File: src/cond_branch_defines.vh
// constants for the conditional branch decode and execute unit
`ifndef COND_BRANCH_DEFINES_VH
`define COND_BRANCH_DEFINES_VH

// ==========================================================================
// instruction fields
`define OPC_HI            31
`define OPC_LO            26
`define SRCA_HI           25
`define SRCA_LO           21
`define SRCB_HI           20
`define SRCB_LO           16
`define OFFS_HI           15
`define OFFS_LO           0

// ==========================================================================
// encodings
`define OPC_REG_IMM_GROUP 6'h01
`define OPC_NOT_EQUAL     6'h05
`define SUB_NEG_LINK      5'h10
`define SUB_NEG_LINK_LIK  5'h12
`define SUB_NEG_LIKELY    5'h02
`define LINK_REG          5'h1f
`define ZERO_REG          5'h00

// ==========================================================================
// address arithmetic
`define INSTR_BYTES       4'h4
`define LINK_BYTES        4'h8
`define OFFS_SHIFT        2

`endif

File: src/cond_branch_link_likely_unit.v
// decode and execute of negative-link, likely and not-equal branches
// How it works
// - decode negative-link: group 000001, sub 10000
// - decode negative-link-likely: sub code 10010
// - decode negative-likely, no link: sub 00010
// - decode not-equal from opcode 000101
// - target = delay slot address + offset*4
// - negative means sign bit of register set
// - not-equal taken when registers differ
// - link forms write register 31 with pc+8
// - plain forms run delay slot, then redirect
// - likely forms nullify delay slot when untaken
// - newer release keeps only source-zero link and not-equal
// - likely forms predicted taken, tables untouched
// - branches raise no exception, legacy and newer-release modes excepted
// - newer release traps transfers in delay slots
`timescale 1ns/1ps
`include "cond_branch_defines.vh"

module cond_branch_link_likely_unit
#(
  parameter XLEN = 64
)
(
  input  wire            clock_in,
  input  wire            arst_n_in,
  input  wire            enable_in,
  input  wire            issue_valid_in,
  input  wire [31:0]     instr_in,
  input  wire [XLEN-1:0] pc_in,
  input  wire [XLEN-1:0] source_reg_a_in,
  input  wire [XLEN-1:0] source_reg_b_in,
  input  wire            release6_mode_in,
  input  wire            legacy_mode_in,
  output reg  [4:0]      src_a_index_out,
  output reg  [4:0]      src_b_index_out,
  output reg             link_write_out,
  output reg  [4:0]      link_index_out,
  output reg  [XLEN-1:0] link_value_out,
  output reg             redirect_out,
  output reg  [XLEN-1:0] redirect_pc_out,
  output reg             nullify_out,
  output reg             predict_taken_out,
  output reg             predictor_bypass_out,
  output reg             reserved_instr_out,
  output reg             branch_seen_out
);

  // ==========================================================================
  // decode
  wire [5:0] opc  = instr_in[`OPC_HI:`OPC_LO];
  wire [4:0] srca = instr_in[`SRCA_HI:`SRCA_LO];
  wire [4:0] srcb = instr_in[`SRCB_HI:`SRCB_LO];
  wire [15:0] offs = instr_in[`OFFS_HI:`OFFS_LO];

  wire grp         = (opc == `OPC_REG_IMM_GROUP);
  wire is_neg_link = grp && (srcb == `SUB_NEG_LINK);
  wire is_nl_lik   = grp && (srcb == `SUB_NEG_LINK_LIK);
  wire is_neg_lik  = grp && (srcb == `SUB_NEG_LIKELY);
  wire is_ne       = (opc == `OPC_NOT_EQUAL);
  wire is_branch   = is_neg_link | is_nl_lik | is_neg_lik | is_ne;
  wire is_likely   = is_nl_lik | is_neg_lik;
  wire is_link     = is_neg_link | is_nl_lik;

  // in the newer release only the source-zero link form and not-equal survive
  wire r6_dropped = release6_mode_in &&
                    (is_likely || (is_neg_link && srca != `ZERO_REG));
  // first-generation cores trapped the likely forms
  wire legacy_trap = legacy_mode_in && is_likely;
  wire illegal = r6_dropped | legacy_trap;

  // ==========================================================================
  // condition and target
  wire negative = source_reg_a_in[XLEN-1];
  wire differ   = (source_reg_a_in != source_reg_b_in);
  // source-zero link form is never taken: register zero reads as zero, so only the link happens
  wire cond = is_ne ? differ : negative;

  wire [17:0]     offs18  = {offs, 2'b00};
  wire [XLEN-1:0] offs_x  = {{(XLEN-18){offs18[17]}}, offs18};
  // steps widened on purpose so the sums stay at register width
  wire [XLEN-1:0] slot_step = {{(XLEN-4){1'b0}}, `INSTR_BYTES};
  wire [XLEN-1:0] link_step = {{(XLEN-4){1'b0}}, `LINK_BYTES};
  wire [XLEN-1:0] slot_pc   = pc_in + slot_step;
  wire [XLEN-1:0] target    = slot_pc + offs_x;
  wire [XLEN-1:0] link_pc   = pc_in + link_step;

  wire fire = issue_valid_in && is_branch && !illegal;

  // ==========================================================================
  // delay-slot tracking
  // a taken redirect is held until the delay slot instruction has issued;
  // the slot state also remembers whether the slot must be cancelled
  localparam [1:0] SLOT_IDLE    = 2'b00;
  localparam [1:0] SLOT_TAKEN   = 2'b01;
  localparam [1:0] SLOT_FALL    = 2'b10;
  localparam [1:0] SLOT_NULLIFY = 2'b11;

  // only this unit's own forms are seen here; other transfers are caught by the core's wider decode
  wire slot_trap = release6_mode_in && is_branch;

  // slot state entered once a legal branch is accepted
  wire [1:0] accept_state = cond      ? SLOT_TAKEN   :
                            is_likely ? SLOT_NULLIFY :
                                        SLOT_FALL;

  reg  [1:0]      state_q;
  reg  [1:0]      state_d;
  reg  [XLEN-1:0] pend_target_q;
  reg  [XLEN-1:0] pend_target_d;
  reg             link_write_d;
  reg  [4:0]      link_index_d;
  reg  [XLEN-1:0] link_value_d;
  reg             redirect_d;
  reg  [XLEN-1:0] redirect_pc_d;
  reg             nullify_d;
  reg             predict_taken_d;
  reg             predictor_bypass_d;
  reg             reserved_instr_d;
  reg             branch_seen_d;

  // ==========================================================================
  // next state and next outputs
  always @*
  begin
    state_d            = state_q;
    pend_target_d      = pend_target_q;
    link_write_d       = 1'b0;
    link_index_d       = link_index_out;
    link_value_d       = link_value_out;
    redirect_d         = 1'b0;
    redirect_pc_d      = redirect_pc_out;
    nullify_d          = 1'b0;
    predict_taken_d    = 1'b0;
    predictor_bypass_d = 1'b0;
    reserved_instr_d   = 1'b0;
    branch_seen_d      = 1'b0;
    if (issue_valid_in)
    begin
      case (state_q)
        SLOT_IDLE:
        begin
          if (illegal)
            reserved_instr_d = 1'b1;
          else if (fire)
          begin
            branch_seen_d = 1'b1;
            state_d       = accept_state;
            pend_target_d = target;
            if (is_link)
            begin
              // written whether or not the branch is taken
              link_write_d = 1'b1;
              link_index_d = `LINK_REG;
              link_value_d = link_pc;
            end
            if (is_likely)
            begin
              predict_taken_d    = 1'b1;
              predictor_bypass_d = 1'b1;
            end
          end
        end
        SLOT_TAKEN:
        begin
          // the slot has issued, so fetch may now go to the target
          state_d          = SLOT_IDLE;
          redirect_d       = 1'b1;
          redirect_pc_d    = pend_target_q;
          reserved_instr_d = slot_trap;
        end
        SLOT_FALL:
        begin
          state_d          = SLOT_IDLE;
          reserved_instr_d = slot_trap;
        end
        SLOT_NULLIFY:
        begin
          // a cancelled slot never runs, so it is never trapped either
          state_d   = SLOT_IDLE;
          nullify_d = 1'b1;
        end
        default:
          state_d = SLOT_IDLE;
      endcase
    end
  end

  // ==========================================================================
  // registers, each frozen while the clock enable is low
  always @(posedge clock_in or negedge arst_n_in)
  begin
    if (!arst_n_in)
    begin
      state_q       <= SLOT_IDLE;
      pend_target_q <= {XLEN{1'b0}};
    end
    else if (enable_in)
    begin
      state_q       <= state_d;
      pend_target_q <= pend_target_d;
    end
  end

  // source field copies for the register file read ports
  always @(posedge clock_in or negedge arst_n_in)
  begin
    if (!arst_n_in)
    begin
      src_a_index_out <= 5'h00;
      src_b_index_out <= 5'h00;
    end
    else if (enable_in)
    begin
      src_a_index_out <= srca;
      src_b_index_out <= srcb;
    end
  end

  // link write strobe
  always @(posedge clock_in or negedge arst_n_in)
  begin
    if (!arst_n_in)
    begin
      link_write_out <= 1'b0;
    end
    else if (enable_in)
    begin
      link_write_out <= link_write_d;
    end
  end

  // link index and value hold until the next link form
  always @(posedge clock_in or negedge arst_n_in)
  begin
    if (!arst_n_in)
    begin
      link_index_out <= 5'h00;
      link_value_out <= {XLEN{1'b0}};
    end
    else if (enable_in)
    begin
      link_index_out <= link_index_d;
      link_value_out <= link_value_d;
    end
  end

  // fetch redirect and its target
  always @(posedge clock_in or negedge arst_n_in)
  begin
    if (!arst_n_in)
    begin
      redirect_out    <= 1'b0;
      redirect_pc_out <= {XLEN{1'b0}};
    end
    else if (enable_in)
    begin
      redirect_out    <= redirect_d;
      redirect_pc_out <= redirect_pc_d;
    end
  end

  // delay-slot cancel
  always @(posedge clock_in or negedge arst_n_in)
  begin
    if (!arst_n_in)
    begin
      nullify_out <= 1'b0;
    end
    else if (enable_in)
    begin
      nullify_out <= nullify_d;
    end
  end

  // prediction hints for the likely forms
  always @(posedge clock_in or negedge arst_n_in)
  begin
    if (!arst_n_in)
    begin
      predict_taken_out    <= 1'b0;
      predictor_bypass_out <= 1'b0;
    end
    else if (enable_in)
    begin
      predict_taken_out    <= predict_taken_d;
      predictor_bypass_out <= predictor_bypass_d;
    end
  end

  // reserved-instruction exception
  always @(posedge clock_in or negedge arst_n_in)
  begin
    if (!arst_n_in)
    begin
      reserved_instr_out <= 1'b0;
    end
    else if (enable_in)
    begin
      reserved_instr_out <= reserved_instr_d;
    end
  end

  // acceptance strobe
  always @(posedge clock_in or negedge arst_n_in)
  begin
    if (!arst_n_in)
    begin
      branch_seen_out <= 1'b0;
    end
    else if (enable_in)
    begin
      branch_seen_out <= branch_seen_d;
    end
  end

endmodule

File: config.mk
export PLATFORM = sky130hd
export DESIGN_NAME = cond_branch_link_likely_unit
export DESIGN_NICKNAME = d
export VERILOG_FILES = /design/src/cond_branch_link_likely_unit.v
export VERILOG_INCLUDE_DIRS = /design/src
export SDC_FILE = /design/constraint.sdc
export NUM_CORES = 1
export LEC_CHECK = 0
export BUFFER_PORTS_ARGS = -buffer_cell sky130_fd_sc_hd__buf_4
export CORE_UTILIZATION = 50
export DETAILED_ROUTE_END_ITERATION = 10
export PLACE_DENSITY = 0.78
export REMOVE_ABC_BUFFERS = 1
export SETUP_SLACK_MARGIN = 0.15
export SLEW_MARGIN = 20
export SYNTH_ARGS = -nofsm -noshare
export SYNTH_HDL_FRONTEND = slang
export SYNTH_SLANG_ARGS = --single-unit
export TNS_END_PERCENT = 10
File: constraint.sdc
create_clock -name clock_in -period 4.9 [get_ports clock_in]
set_input_delay 0.735 -clock clock_in [delete_from_list [all_inputs] [get_ports clock_in]]
set_output_delay 0.735 -clock clock_in [all_outputs]
set_load 0.1 [all_outputs]
### After elaboration in Yosys (flattened, before gate mapping)

Index checks and enable logic that the tools add are counted.

* flip-flop bits (word level): 211
* input bits: 230
* output and inout port bits: 150
* word-level logic and storage cells: 79

* add/sub/neg operators: 3
* equal/unequal tests: 11
* muxes and demuxes: 27
* bitwise logic cells: 6
* reduce and logical (&&, ||, !) cells: 19

Operators with widths (count)
* $add 64x3->64 const B: 1
* $add 64x4->64 const B: 1
* $add 64x64->64: 1
* $ne 64x64->1: 1
* $mux 1: 22
* $eq 5x5->1 const B: 2
* $logic_and 1x1->1: 9
* $eq 6x1->1 const B: 1
* $eq 6x3->1 const B: 1
* $mux 2: 3
* $reduce_and 6->1: 1
* $eq 5x2->1 const B: 1
* $or 1x1->1: 5
* $reduce_and 5->1: 1
* $reduce_bool 5->1: 1
* $eq 2x2->1 const B: 2
* $ne 2x2->1 const B: 2
* $pmux 2 s2: 1
* $reduce_and 4->1: 1
* $reduce_and 3->1: 1
* $reduce_or 3->1: 1
* $eq 2x1->1 const B: 1
* $logic_not 2->1: 1
* $pmux 1 s2: 1
* 4 further kinds: 4

### Logic depth before layout (Yosys ltp)

Gate-level depths: netlist (run 1).

* depth in word-level cells: 12
* mapped depth: 15
* mapped depth without buffers: 15

### Least setup slack after synthesis (run 1)

Ideal clock, no wire load.

* path type: input port to flip-flop
* start: in instr_in[1]
* end: reg pend_target_q[59]
* setup time: 136 ps
* data arrival time: 3352 ps
* data required time: 4764 ps
* setup slack: 1412 ps
* stages: 13
* buffers on the path: 0
* path through: ha_1 ha_1 fa_1 a211oi_1 o211ai_1 a21boi_1 nor4_1 o2111ai_1 nand3_1 and2_1 a211oi_1 xor2_1 o21ai_0

* cells in the longest elaborated chain, start to end: 1

RTL lines
* start, declared: line cond_branch_link_likely_unit.v:29 `input wire [31:0] instr_in,`
* $add 64x64->64: line cond_branch_link_likely_unit.v:85 `wire [XLEN-1:0] target = slot_pc + offs_x;`
* end signal, assigned: line cond_branch_link_likely_unit.v:196 `pend_target_q <= {XLEN{1'b0}};`
* end signal, assigned: line cond_branch_link_likely_unit.v:201 `pend_target_q <= pend_target_d;`
* end, declared: line cond_branch_link_likely_unit.v:109 `reg [XLEN-1:0] pend_target_q;`

Every way passes these cells.
A chain may end at the register's enable or synchronous reset.

### Worst setup path after layout (run 1)

* start: in instr_in[15]
* end: reg pend_target_q[63]

Same word-level chain as after synthesis.

==> results of run 1 <==
layer usage:
layer,routed length [um],track usage (%)
met4,1280,9.36
met1,17800,37.8
met2,19300,47.0
met5,0,0
met3,2530,4.69
final cells by class:
type / count / area share, %
Clock buffer: 36 / 4.17
Inverter: 31 / 0.649
Clock inverter: 8 / 0.545
Sequential cell: 211 / 29.5
Timing Repair Buffer: 385 / 16.2
Multi-Input combinational cell: 1155 / 46.3
Tap cell: 372 / 2.60
sequential cells by signal (all words and copies together) (netlist names):
signal and flops:
link_index_out 1, nullify_out 1, src_a_index_out 5, src_b_index_out 5
pend_target_q 64, link_write_out 1, redirect_pc_out 64, link_value_out 64
redirect_out 1, predictor_bypass_out 1, state_q 2, reserved_instr_out 1
branch_seen_out 1
worst paths after layout:
path                            slack [ps]                        endpoint
min in group clock_in                  440    pend_target_q[0]$_DFFE_PN0P_
worst min register to register         460    pend_target_q[4]$_DFFE_PN0P_
worst max register to register        2220  link_value_out[20]$_DFFE_PN0P_
worst max-delay path                  1060   pend_target_q[63]$_DFFE_PN0P_
worst min-delay path                   320  src_b_index_out[2]$_DFFE_PN0P_
max in group asynchronous             3440   pend_target_q[53]$_DFFE_PN0P_
stage by stage:
step	util, %	worst slack (ps)	setup TNS (ps)
after floorplan	-	-2510	-151780
after global placement	62.8	731	0
after detailed placement	62.8	690	0
after CTS	65.9	1210	0
after global routing	65.9	888	0
final	65.9	1060	0
cell families after synthesis:
family          Yosys count  share of synthesized area, %
flops                   211                          37.8
compound gates          333                          15.3
fa+ha+maj               127                          11.4
simple gates            427                          14.2
xor+xnor                184                          11.5
mux                      84                          6.75
buf+inv                 100                          3.10
cell usage in the layout (no fill, tap or decap), types with 4 or more instances in the layout:
cell / instances
and3_1: 12
mux2_2: 83
nand3_1: 29
nor3_1: 10
o21ai_0: 77
and2_1: 10
and4_1: 6
a31oi_1: 7
o211ai_1: 4
nand2_1: 159
o21ai_1: 18
nor4_1: 23
o21bai_1: 13
a21oi_1: 125
a211oi_1: 6
xnor2_1: 55
clkinv_2: 4
xor2_1: 129
dfrtp_1: 211
a21o_1: 33
a21boi_0: 4
o21a_1: 5
o31ai_1: 5
clkbuf_16: 25
or3_1: 5
nand4_1: 31
ha_1: 126
nand2b_1: 4
clkbuf_8: 9
inv_1: 30
nor2_1: 114
buf_4: 383
nor2b_1: 6
power by group:
group / internal [mW] / leakage [nW] / switching, mW / total, mW
registers: 1.86 / 2.89 / 0.0707 / 1.93
logic: 0.576 / 5.64 / 1.03 / 1.61
clock network: 1.16 / 0.422 / 0.728 / 1.89
total: 3.59 / 8.95 / 1.83 / 5.42
==> flow_summary.ini, run 1 <==
[worst_setup_path]
path_class = in -> reg
path_cells = buf_4 > ha_1 > ha_1 > nand2_1 > nor2_1 > nand2_1 > nor4_1 > o2111ai_1 > nand3_1 > and2_1 > a31oi_1 > xnor2_1 > o21ai_1
crit_start = instr_in[15]
cpPeakStageDelay_ps = 710
crit_slowest_cell = nor4_1
crit_fanout = 47
required_ps = 5270
cp_num_buf_inv = 1
crit_arrival_ps = 4210
reg2reg_depth = 7
path_depth = 13
start_kind = input pin
worstSetupEndpointType = register
reg2reg_from = state_q[0]$_DFFE_PN0P_
path_delay_family = simple AND/OR/NAND/NOR gates

[layout]
fin_area_mm2 = 0.0179
layout.nets = 2165
drive_gt1_share_pct = 29.7
multi_input_comb_area_mm2 = 0.00830
final.fill_count = 2241
final_cells = 2198
area_growth_pct = 28.1
ff_latch_area_mm2 = 0.00528
n_antenna_cell = 0

[clock_tree]
clk_latency_ps = 510
clockBufferDepth = 3
htree_levels = 1
clk_pin_slew_ps = 60
cts_hold_buf = 0
root_buffer = clkbuf_16
clkSinkCount = 211
cts_buffers = 24
post_cts_resized = 0
post-cts-setup-buffer-count = 0
cts_tree = built

[placement]
place_congestion = 0.899
portBuffers = 379
place_area_mm2 = 0.0171
dp_cells = 2154
dp.final_hpwl_um = 32000

[logic_synthesis]
avgSynthCellArea_um2 = 9.54
synth_ff_type = dfrtp_1
synthCells = 1466
synthMostInstantiatedCell = dfrtp_1
ys_top_cells_by_count = dfrtp_1 (211), nand2_1 (159), xor2_1 (129), ha_1 (126), a21oi_1 (125)
ys_seq_area_share_pct = 37.8
netlist.area_leader.share_pct = 37.8
synth_edf_count = 0
synthesis.area_mm2 = 0.0140
synthTopCellsByArea = dfrtp_1 (38%), ha_1 (11%), xor2_1 (8.1%)
ys_seq_elements = 211
synth_warnings = 0
synth_top_area_cell = dfrtp_1
ys_async_sr_fraction_pct = 100
synth_cell_types = 80

[route]
routed_wl_um = 40900
antenna_left = 0
vias = 12220
drt-initial-drc-count = 681
drt_pass1_iterations = 5
wl_per_cell_um = 18.6
route.detailed.drc = 0
vias_per_cell = 5.56

[timing]
post-route-min-period_ps = 3840
period_share_pct = 78.4
worst_pin_slew_ps = 1020
fmax_mhz = 260
setup_viol = 0
maxSlewViolCount = 0
holdWs_ps = 315
finClkSkew_ps = 7.66
max_slew_margin_pct = 32.0
rsz0062_at_grt = no
hold_viol = 0

[global_route]
grt_pass1_vias = 12172
grt_max_degree = 123
grt_antenna_before_repair = 0
grt.overflow.total = 0
grt_use_total_pct = 28.4
grt_first_pass_wirelength_um = 64500

[floorplan]
io_pins = 380
fp.dieArea_mm2 = 0.0286
die_x_um = 169
fp.dieH_um = 169
row_count = 60
core_mm2 = 0.0272
initial_utilization_pct = 51.5

[power]
ir_drop_v = 0.000327
p_per_area_mw_per_mm2 = 303
power_mw = 5.42
leakage_nw = 8.95

[min_path]
hold_class = in -> async

[run]
maxCapViolCount = 0

[run_status]
status = completed
Power figures use the tool's default switching activity.
==> run 2, diff against run 1 <==
--- a/config.mk
+++ b/config.mk
@@ -7,9 +7,9 @@
 export NUM_CORES = 1
 export LEC_CHECK = 0
 export BUFFER_PORTS_ARGS = -buffer_cell sky130_fd_sc_hd__buf_4
-export CORE_UTILIZATION = 50
+export CORE_UTILIZATION = 49
 export DETAILED_ROUTE_END_ITERATION = 10
-export PLACE_DENSITY = 0.78
+export PLACE_DENSITY = 0.79
 export REMOVE_ABC_BUFFERS = 1
 export SETUP_SLACK_MARGIN = 0.15
 export SLEW_MARGIN = 20
==> constraint.sdc (replaced) <==
create_clock -name clock_in -period 3.4 [get_ports clock_in]
set_input_delay 0.51 -clock clock_in [delete_from_list [all_inputs] [get_ports clock_in]]
set_output_delay 0.51 -clock clock_in [all_outputs]
set_load 0.1 [all_outputs]
==> run 2 against run 1 <==
Effect of this change: the flow now finishes with violations (hold timing); setup slack got worse by 770 ps; sequential share of layout area fell by 2.1 points; total power rose by 51%; clock skew rose by 28 ps; flip-flop and latch count did not move; core utilization rose by 3.1 points; global-route usage rose by 1.9 points.
==> flow_summary.ini, run 2 (synthesis results as in run 1) <==
[floorplan]
initial_utilization_pct = 50.1
fp.dieArea_mm2 = 0.0292
fp.dieH_um = 171
core_mm2 = 0.0279
die_x_um = 171
row_count = 61
io_pins = 380

[min_path]
hold_class = in -> async

[power]
ir_drop_v = 0.000391
power_mw = 8.21
comb_power_share_pct = 32.4
p_seq_share_pct = 33.9
p_sw_mw = 2.74
internal_power_mw = 5.47
leakage_nw = 9.78
p_sw_share_pct = 33.4
clkPwrFrac_pct = 33.7
p_per_area_mw_per_mm2 = 426

[layout]
final_cells = 2369
ff_latch_area_mm2 = 0.00528
multi_input_comb_area_mm2 = 0.00832
layout_commonest_cell = buf_4
final.fill_count = 2159
mostFrequentLayoutCells = buf_4 (545), dfrtp_1 (211), nand2_1 (159), xor2_1 (129), ha_1 (126)
fin_area_mm2 = 0.0193
top_regs = link_value_out: 64 flops, pend_target_q: 64 flops, redirect_pc_out: 64 flops
n_antenna_cell = 0
drive_gt1_share_pct = 35.7
area_growth_pct = 37.9
layout.nets = 2333

[timing]
maxSlewViolCount = 0
post-route-min-period_ps = 3120
finClkSkew_ps = 36.0
rsz0062_at_grt = yes
worst_pin_slew_ps = 1000
fin_setup_tns_ps = 0
fmax_mhz = 321
max_slew_margin_pct = 32.6
setup_viol = 0
hold_viol = 1
holdWs_ps = -3.42
period_share_pct = 91.7

[global_route]
grt_antenna_before_repair = 0
grt_pass1_vias = 12772
grt_max_degree = 123
grt.overflow.total = 0
grt_use_total_pct = 30.3
grt_first_pass_wirelength_um = 68900

[run_status]
violations = hold timing
status = finished with violations

[worst_setup_path]
cp_num_buf_inv = 2
required_ps = 3790
path_cells = buf_4 > ha_1 > ha_1 > a211oi_1 > nor2_1 > or3_1 > o22a_4 > buf_4 > o31ai_1 > o21ai_0 > a21boi_0 > xor2_1 > o21ai_0
reg2reg_setup_slack_ps = 1410
crit_arrival_ps = 3510
path_class = in -> reg
start_kind = input pin
reg2reg_depth = 5
r2r_end = redirect_pc_out[63]$_DFFE_PN0P_
cpPeakStageDelay_ps = 360
crit_start = instr_in[9]
endpoint = pend_target_q[32]$_DFFE_PN0P_
worstSetupEndpointType = register
path_depth = 13
crit_slowest_cell = o31ai_1
path_delay_family = compound AO/OA/AOI/OAI gates
reg2reg_from = state_q[1]$_DFFE_PN0P_
crit_fanout = 4

[clock_tree]
root_buffer = clkbuf_16
htree_levels = 1
cts_tree = built
clkSinkCount = 211
clockBufferDepth = 3
cts_hold_buf = 0
clk_pin_slew_ps = 60
post-cts-setup-buffer-count = 0
clk_latency_ps = 540
cts_buffers = 23

[route]
wl_met3_um = 3070
wl_met1_um = 18800
drt_pass1_iterations = 5
route.detailed.drc = 0
antenna_left = 0
wl_per_cell_um = 18.8
drt-initial-drc-count = 909
routed_wl_um = 44500
vias_per_cell = 5.48
highest_layer = met4
vias = 12989
wl_met2_um = 21300

[placement]
place_area_mm2 = 0.0184
dp_cells = 2329
dp.final_hpwl_um = 35500
portBuffers = 379
place_congestion = 0.929

[run]
maxCapViolCount = 0
## run 2: how the worst min path moves through the flow
stage	end	slack, ps	cells past startpoint
floorplan	branch_seen_out$_DFFE_PN0P_	210	0
global placement	pend_target_q[1]$_DFFE_PN0P_	450	2
detailed placement	pend_target_q[3]$_DFFE_PN0P_	460	2
CTS	src_b_index_out[0]$_DFFE_PN0P_	8	1
global route	src_b_index_out[0]$_DFFE_PN0P_	40	1
finish	src_b_index_out[0]$_DFFE_PN0P_	-3	1
## run 2: power by group through the flow
stage | sequential (mW) | combinational, mW | clock (mW)
finish | 2.78 | 2.66 | 2.77
global route | 2.80 | 2.86 | 2.90
CTS | 2.78 | 2.64 | 2.81
detailed placement | 2.83 | 2.62 | 0
global placement | 2.82 | 2.58 | 0
floorplan | 3.28 | 1.06 | 0
## run 2: layer usage
metal,up-vias,GRT usage (%)
met4,0,9.82
met5,-,0
met1,6232,39.2
met3,94,5.07
li1,6218,-
met2,445,51.4
## run 2: cell type report
type,instances,share of cell area [%]
Clock buffer,30,3.33
Clock inverter,10,0.974
Inverter,31,0.604
Multi-Input combinational cell,1155,43.2
Sequential cell,211,27.4
Tap cell,378,2.45
Timing Repair Buffer,554,22.1
## run 2: per-stage QoR
stage / setup slack, ps / hold slack (ps) / util, %
final: 282 / -3.42 / 69.0
after CTS: 256 / 7.91 / 68.9
after detailed placement: -445 / 462 / 66.0
after floorplan: -3780 / 214 / -
after global routing: 128 / 42.2 / 69.0
after global placement: -390 / 446 / 66.0
## run 2: worst reg2reg max path, delay by kind of cell, from the launching register on
kind,cells,cell delay (ps)
buf+inv,2,500
mux,1,320
flops,1,420
simple gates,1,420
fa+ha+maj,1,200
## run 2: timing repair
action / in CTS / in global routing
setup endpoints to repair: 4 / 14
hold endpoints to repair: 0 / 0
resized for setup: 1 / 5
==> run 3, diff against run 2 <==
--- a/config.mk
+++ b/config.mk
@@ -6,10 +6,10 @@
 export SDC_FILE = /design/constraint.sdc
 export NUM_CORES = 1
 export LEC_CHECK = 0
-export BUFFER_PORTS_ARGS = -buffer_cell sky130_fd_sc_hd__buf_4
-export CORE_UTILIZATION = 49
+export CORE_UTILIZATION = 50
 export DETAILED_ROUTE_END_ITERATION = 10
-export PLACE_DENSITY = 0.79
+export DONT_BUFFER_PORTS = 1
+export PLACE_DENSITY = 0.66
 export REMOVE_ABC_BUFFERS = 1
 export SETUP_SLACK_MARGIN = 0.15
 export SLEW_MARGIN = 20
==> constraint.sdc (replaced) <==
create_clock -name clock_in -period 3.3 [get_ports clock_in]
set_input_delay 0.495 -clock clock_in [delete_from_list [all_inputs] [get_ports clock_in]]
set_output_delay 0.495 -clock clock_in [all_outputs]
set_load 0.1 [all_outputs]
==> run 3 against run 2 <==
Effect of this change: the run still ends with hold timing left; total power down 4.7%; setup slack gained 65 ps; largest cell class unchanged; final area shrank 18%; via count down 15%; combinational power fell by 41%; core utilization decreased by 11 points; clock skew fell by 23 ps; sequential share of layout area is 6.1 points higher; register-to-register slack worse by 180 ps; cell count shrank 19%; die area is 2.0% lower.
==> flow_summary.ini, run 3 (synthesis results as in run 1) <==
[worst_setup_path]
crit_fanout = 3
path_class = in -> reg
start_kind = input pin
cpPeakStageDelay_ps = 410
worstSetupEndpointType = register
crit_slowest_cell = fa_1
crit_arrival_ps = 3350
path_cells = ha_1 > ha_1 > fa_1 > a211oi_2 > o211ai_1 > a21boi_1 > nor4_1 > o2111ai_1 > nand3_1 > and2_1 > buf_4 > a21oi_1 > xor2_1 > o21ai_0
crit_path_frequent_cell = ha_1
required_ps = 3700
cp_num_buf_inv = 1
reg2reg_depth = 5
path_delay_family = compound AO/OA/AOI/OAI gates
path_depth = 14

[timing]
holdWs_ps = -324
post-route-min-period_ps = 2950
max_slew_margin_pct = 34.0
fmax_mhz = 339
finClkSkew_ps = 13.2
worst_pin_slew_ps = 990
hold_viol = 211
rsz0062_at_grt = no
period_share_pct = 89.5
setup_slack_ps = 348
maxSlewViolCount = 0
setup_viol = 0

[placement]
place_area_mm2 = 0.0149
dp_slack_ps = -241
portBuffers = 0
dp_cells = 1860
place_congestion = 0.889
dp.final_hpwl_um = 30000

[clock_tree]
clockBufferDepth = 3
cts_buffers = 25
clkSinkCount = 211
root_buffer = clkbuf_16
clk_latency_ps = 520
cts_tree = built
clk_pin_slew_ps = 60
htree_levels = 1

[power]
p_per_area_mw_per_mm2 = 495
ir_drop_v = 0.000315
power_mw = 7.82
leakage_nw = 7.48

[run_status]
status = finished with violations
violations = hold timing

[global_route]
grt_pass1_vias = 10993
grt_use_total_pct = 26.5
grt_max_degree = 212
grt.overflow.total = 0
grt_antenna_before_repair = 3
grt_first_pass_wirelength_um = 59800

[route]
drt-initial-drc-count = 625
drt_pass1_iterations = 5
route.detailed.drc = 0
antenna_left = 0
vias = 11006
wl_per_cell_um = 20.1
routed_wl_um = 38400
vias_per_cell = 5.76

[floorplan]
io_pins = 380
fp.dieH_um = 169
die_x_um = 169
fp.dieArea_mm2 = 0.0286
initial_utilization_pct = 51.5
row_count = 60
core_mm2 = 0.0272

[layout]
layout_commonest_cell = dfrtp_1
layout.nets = 1873
fin_area_mm2 = 0.0158
final_cells = 1910
drive_gt1_share_pct = 16.7
mostFrequentLayoutCells = dfrtp_1 (209), nand2_1 (159), xor2_1 (129), ha_1 (126), a21oi_1 (125)
area_growth_pct = 13.0
top_regs = link_value_out: 64 flops, pend_target_q: 64 flops, redirect_pc_out: 64 flops

[min_path]
hold_class = in -> async

[run]
maxCapViolCount = 0
-- run 3: area by class of cell --
class	instances	area [um^2]
multi-input cells	1155	8310
clock buffers	33	716
fillers	2434	11400
inverters	31	116
diodes	3	7.51
well taps	372	465
flip-flops and latches	211	5290
repair buffers	92	753
clock inverters	13	154
-- run 3: repair_timing --
| item | 4_1_cts | 5_1_grt |
|---|---|---|
| resized for setup | 0 | 1 |
| hold endpoints to repair | 211 | 211 |
| buffers inserted | 0 | 1 |
| setup endpoints to repair | 0 | 5 |
-- run 3: final timing paths --
check                                                   from                               to  slack (ps)
worst max register to register        state_q[1]$_DFFE_PN0P_  redirect_pc_out[42]$_DFFE_PN0P_        1230
max in group asynchronous                          arst_n_in    link_index_out[0]$_DFFE_PN0P_        3280
min in group clock_in                              enable_in          nullify_out$_DFFE_PN0P_          90
worst max-delay path                             instr_in[1]    pend_target_q[55]$_DFFE_PN0P_         350
worst min register to register  pend_target_q[0]$_DFFE_PN0P_     pend_target_q[0]$_DFFE_PN0P_         470
worst min-delay path                               arst_n_in   src_b_index_out[3]$_DFFE_PN0P_        -320
-- run 3: report_power, final --
part | switching [mW] | internal, mW
Sequential | 0.644 | 2.75
Combinational | 0.830 | 0.727
Clock | 1.11 | 1.76
-- run 3: through the flow --
step / hold WS (ps) / setup TNS, ps / utilization (%)
floorplan: 199 / -294630 / -
global placement: 203 / -644 / 54.9
detailed placement: 203 / -1630 / 54.9
CTS: -349 / 0 / 58.1
global route: -347 / 0 / 58.1
finish: -324 / 0 / 58.1
-- run 3: layer usage --
metal	GRT usage, %	wire (um)
met1	34.3	16500
met2	43.9	18100
met3	5.60	2550
met4	9.44	1170
met5	0	0
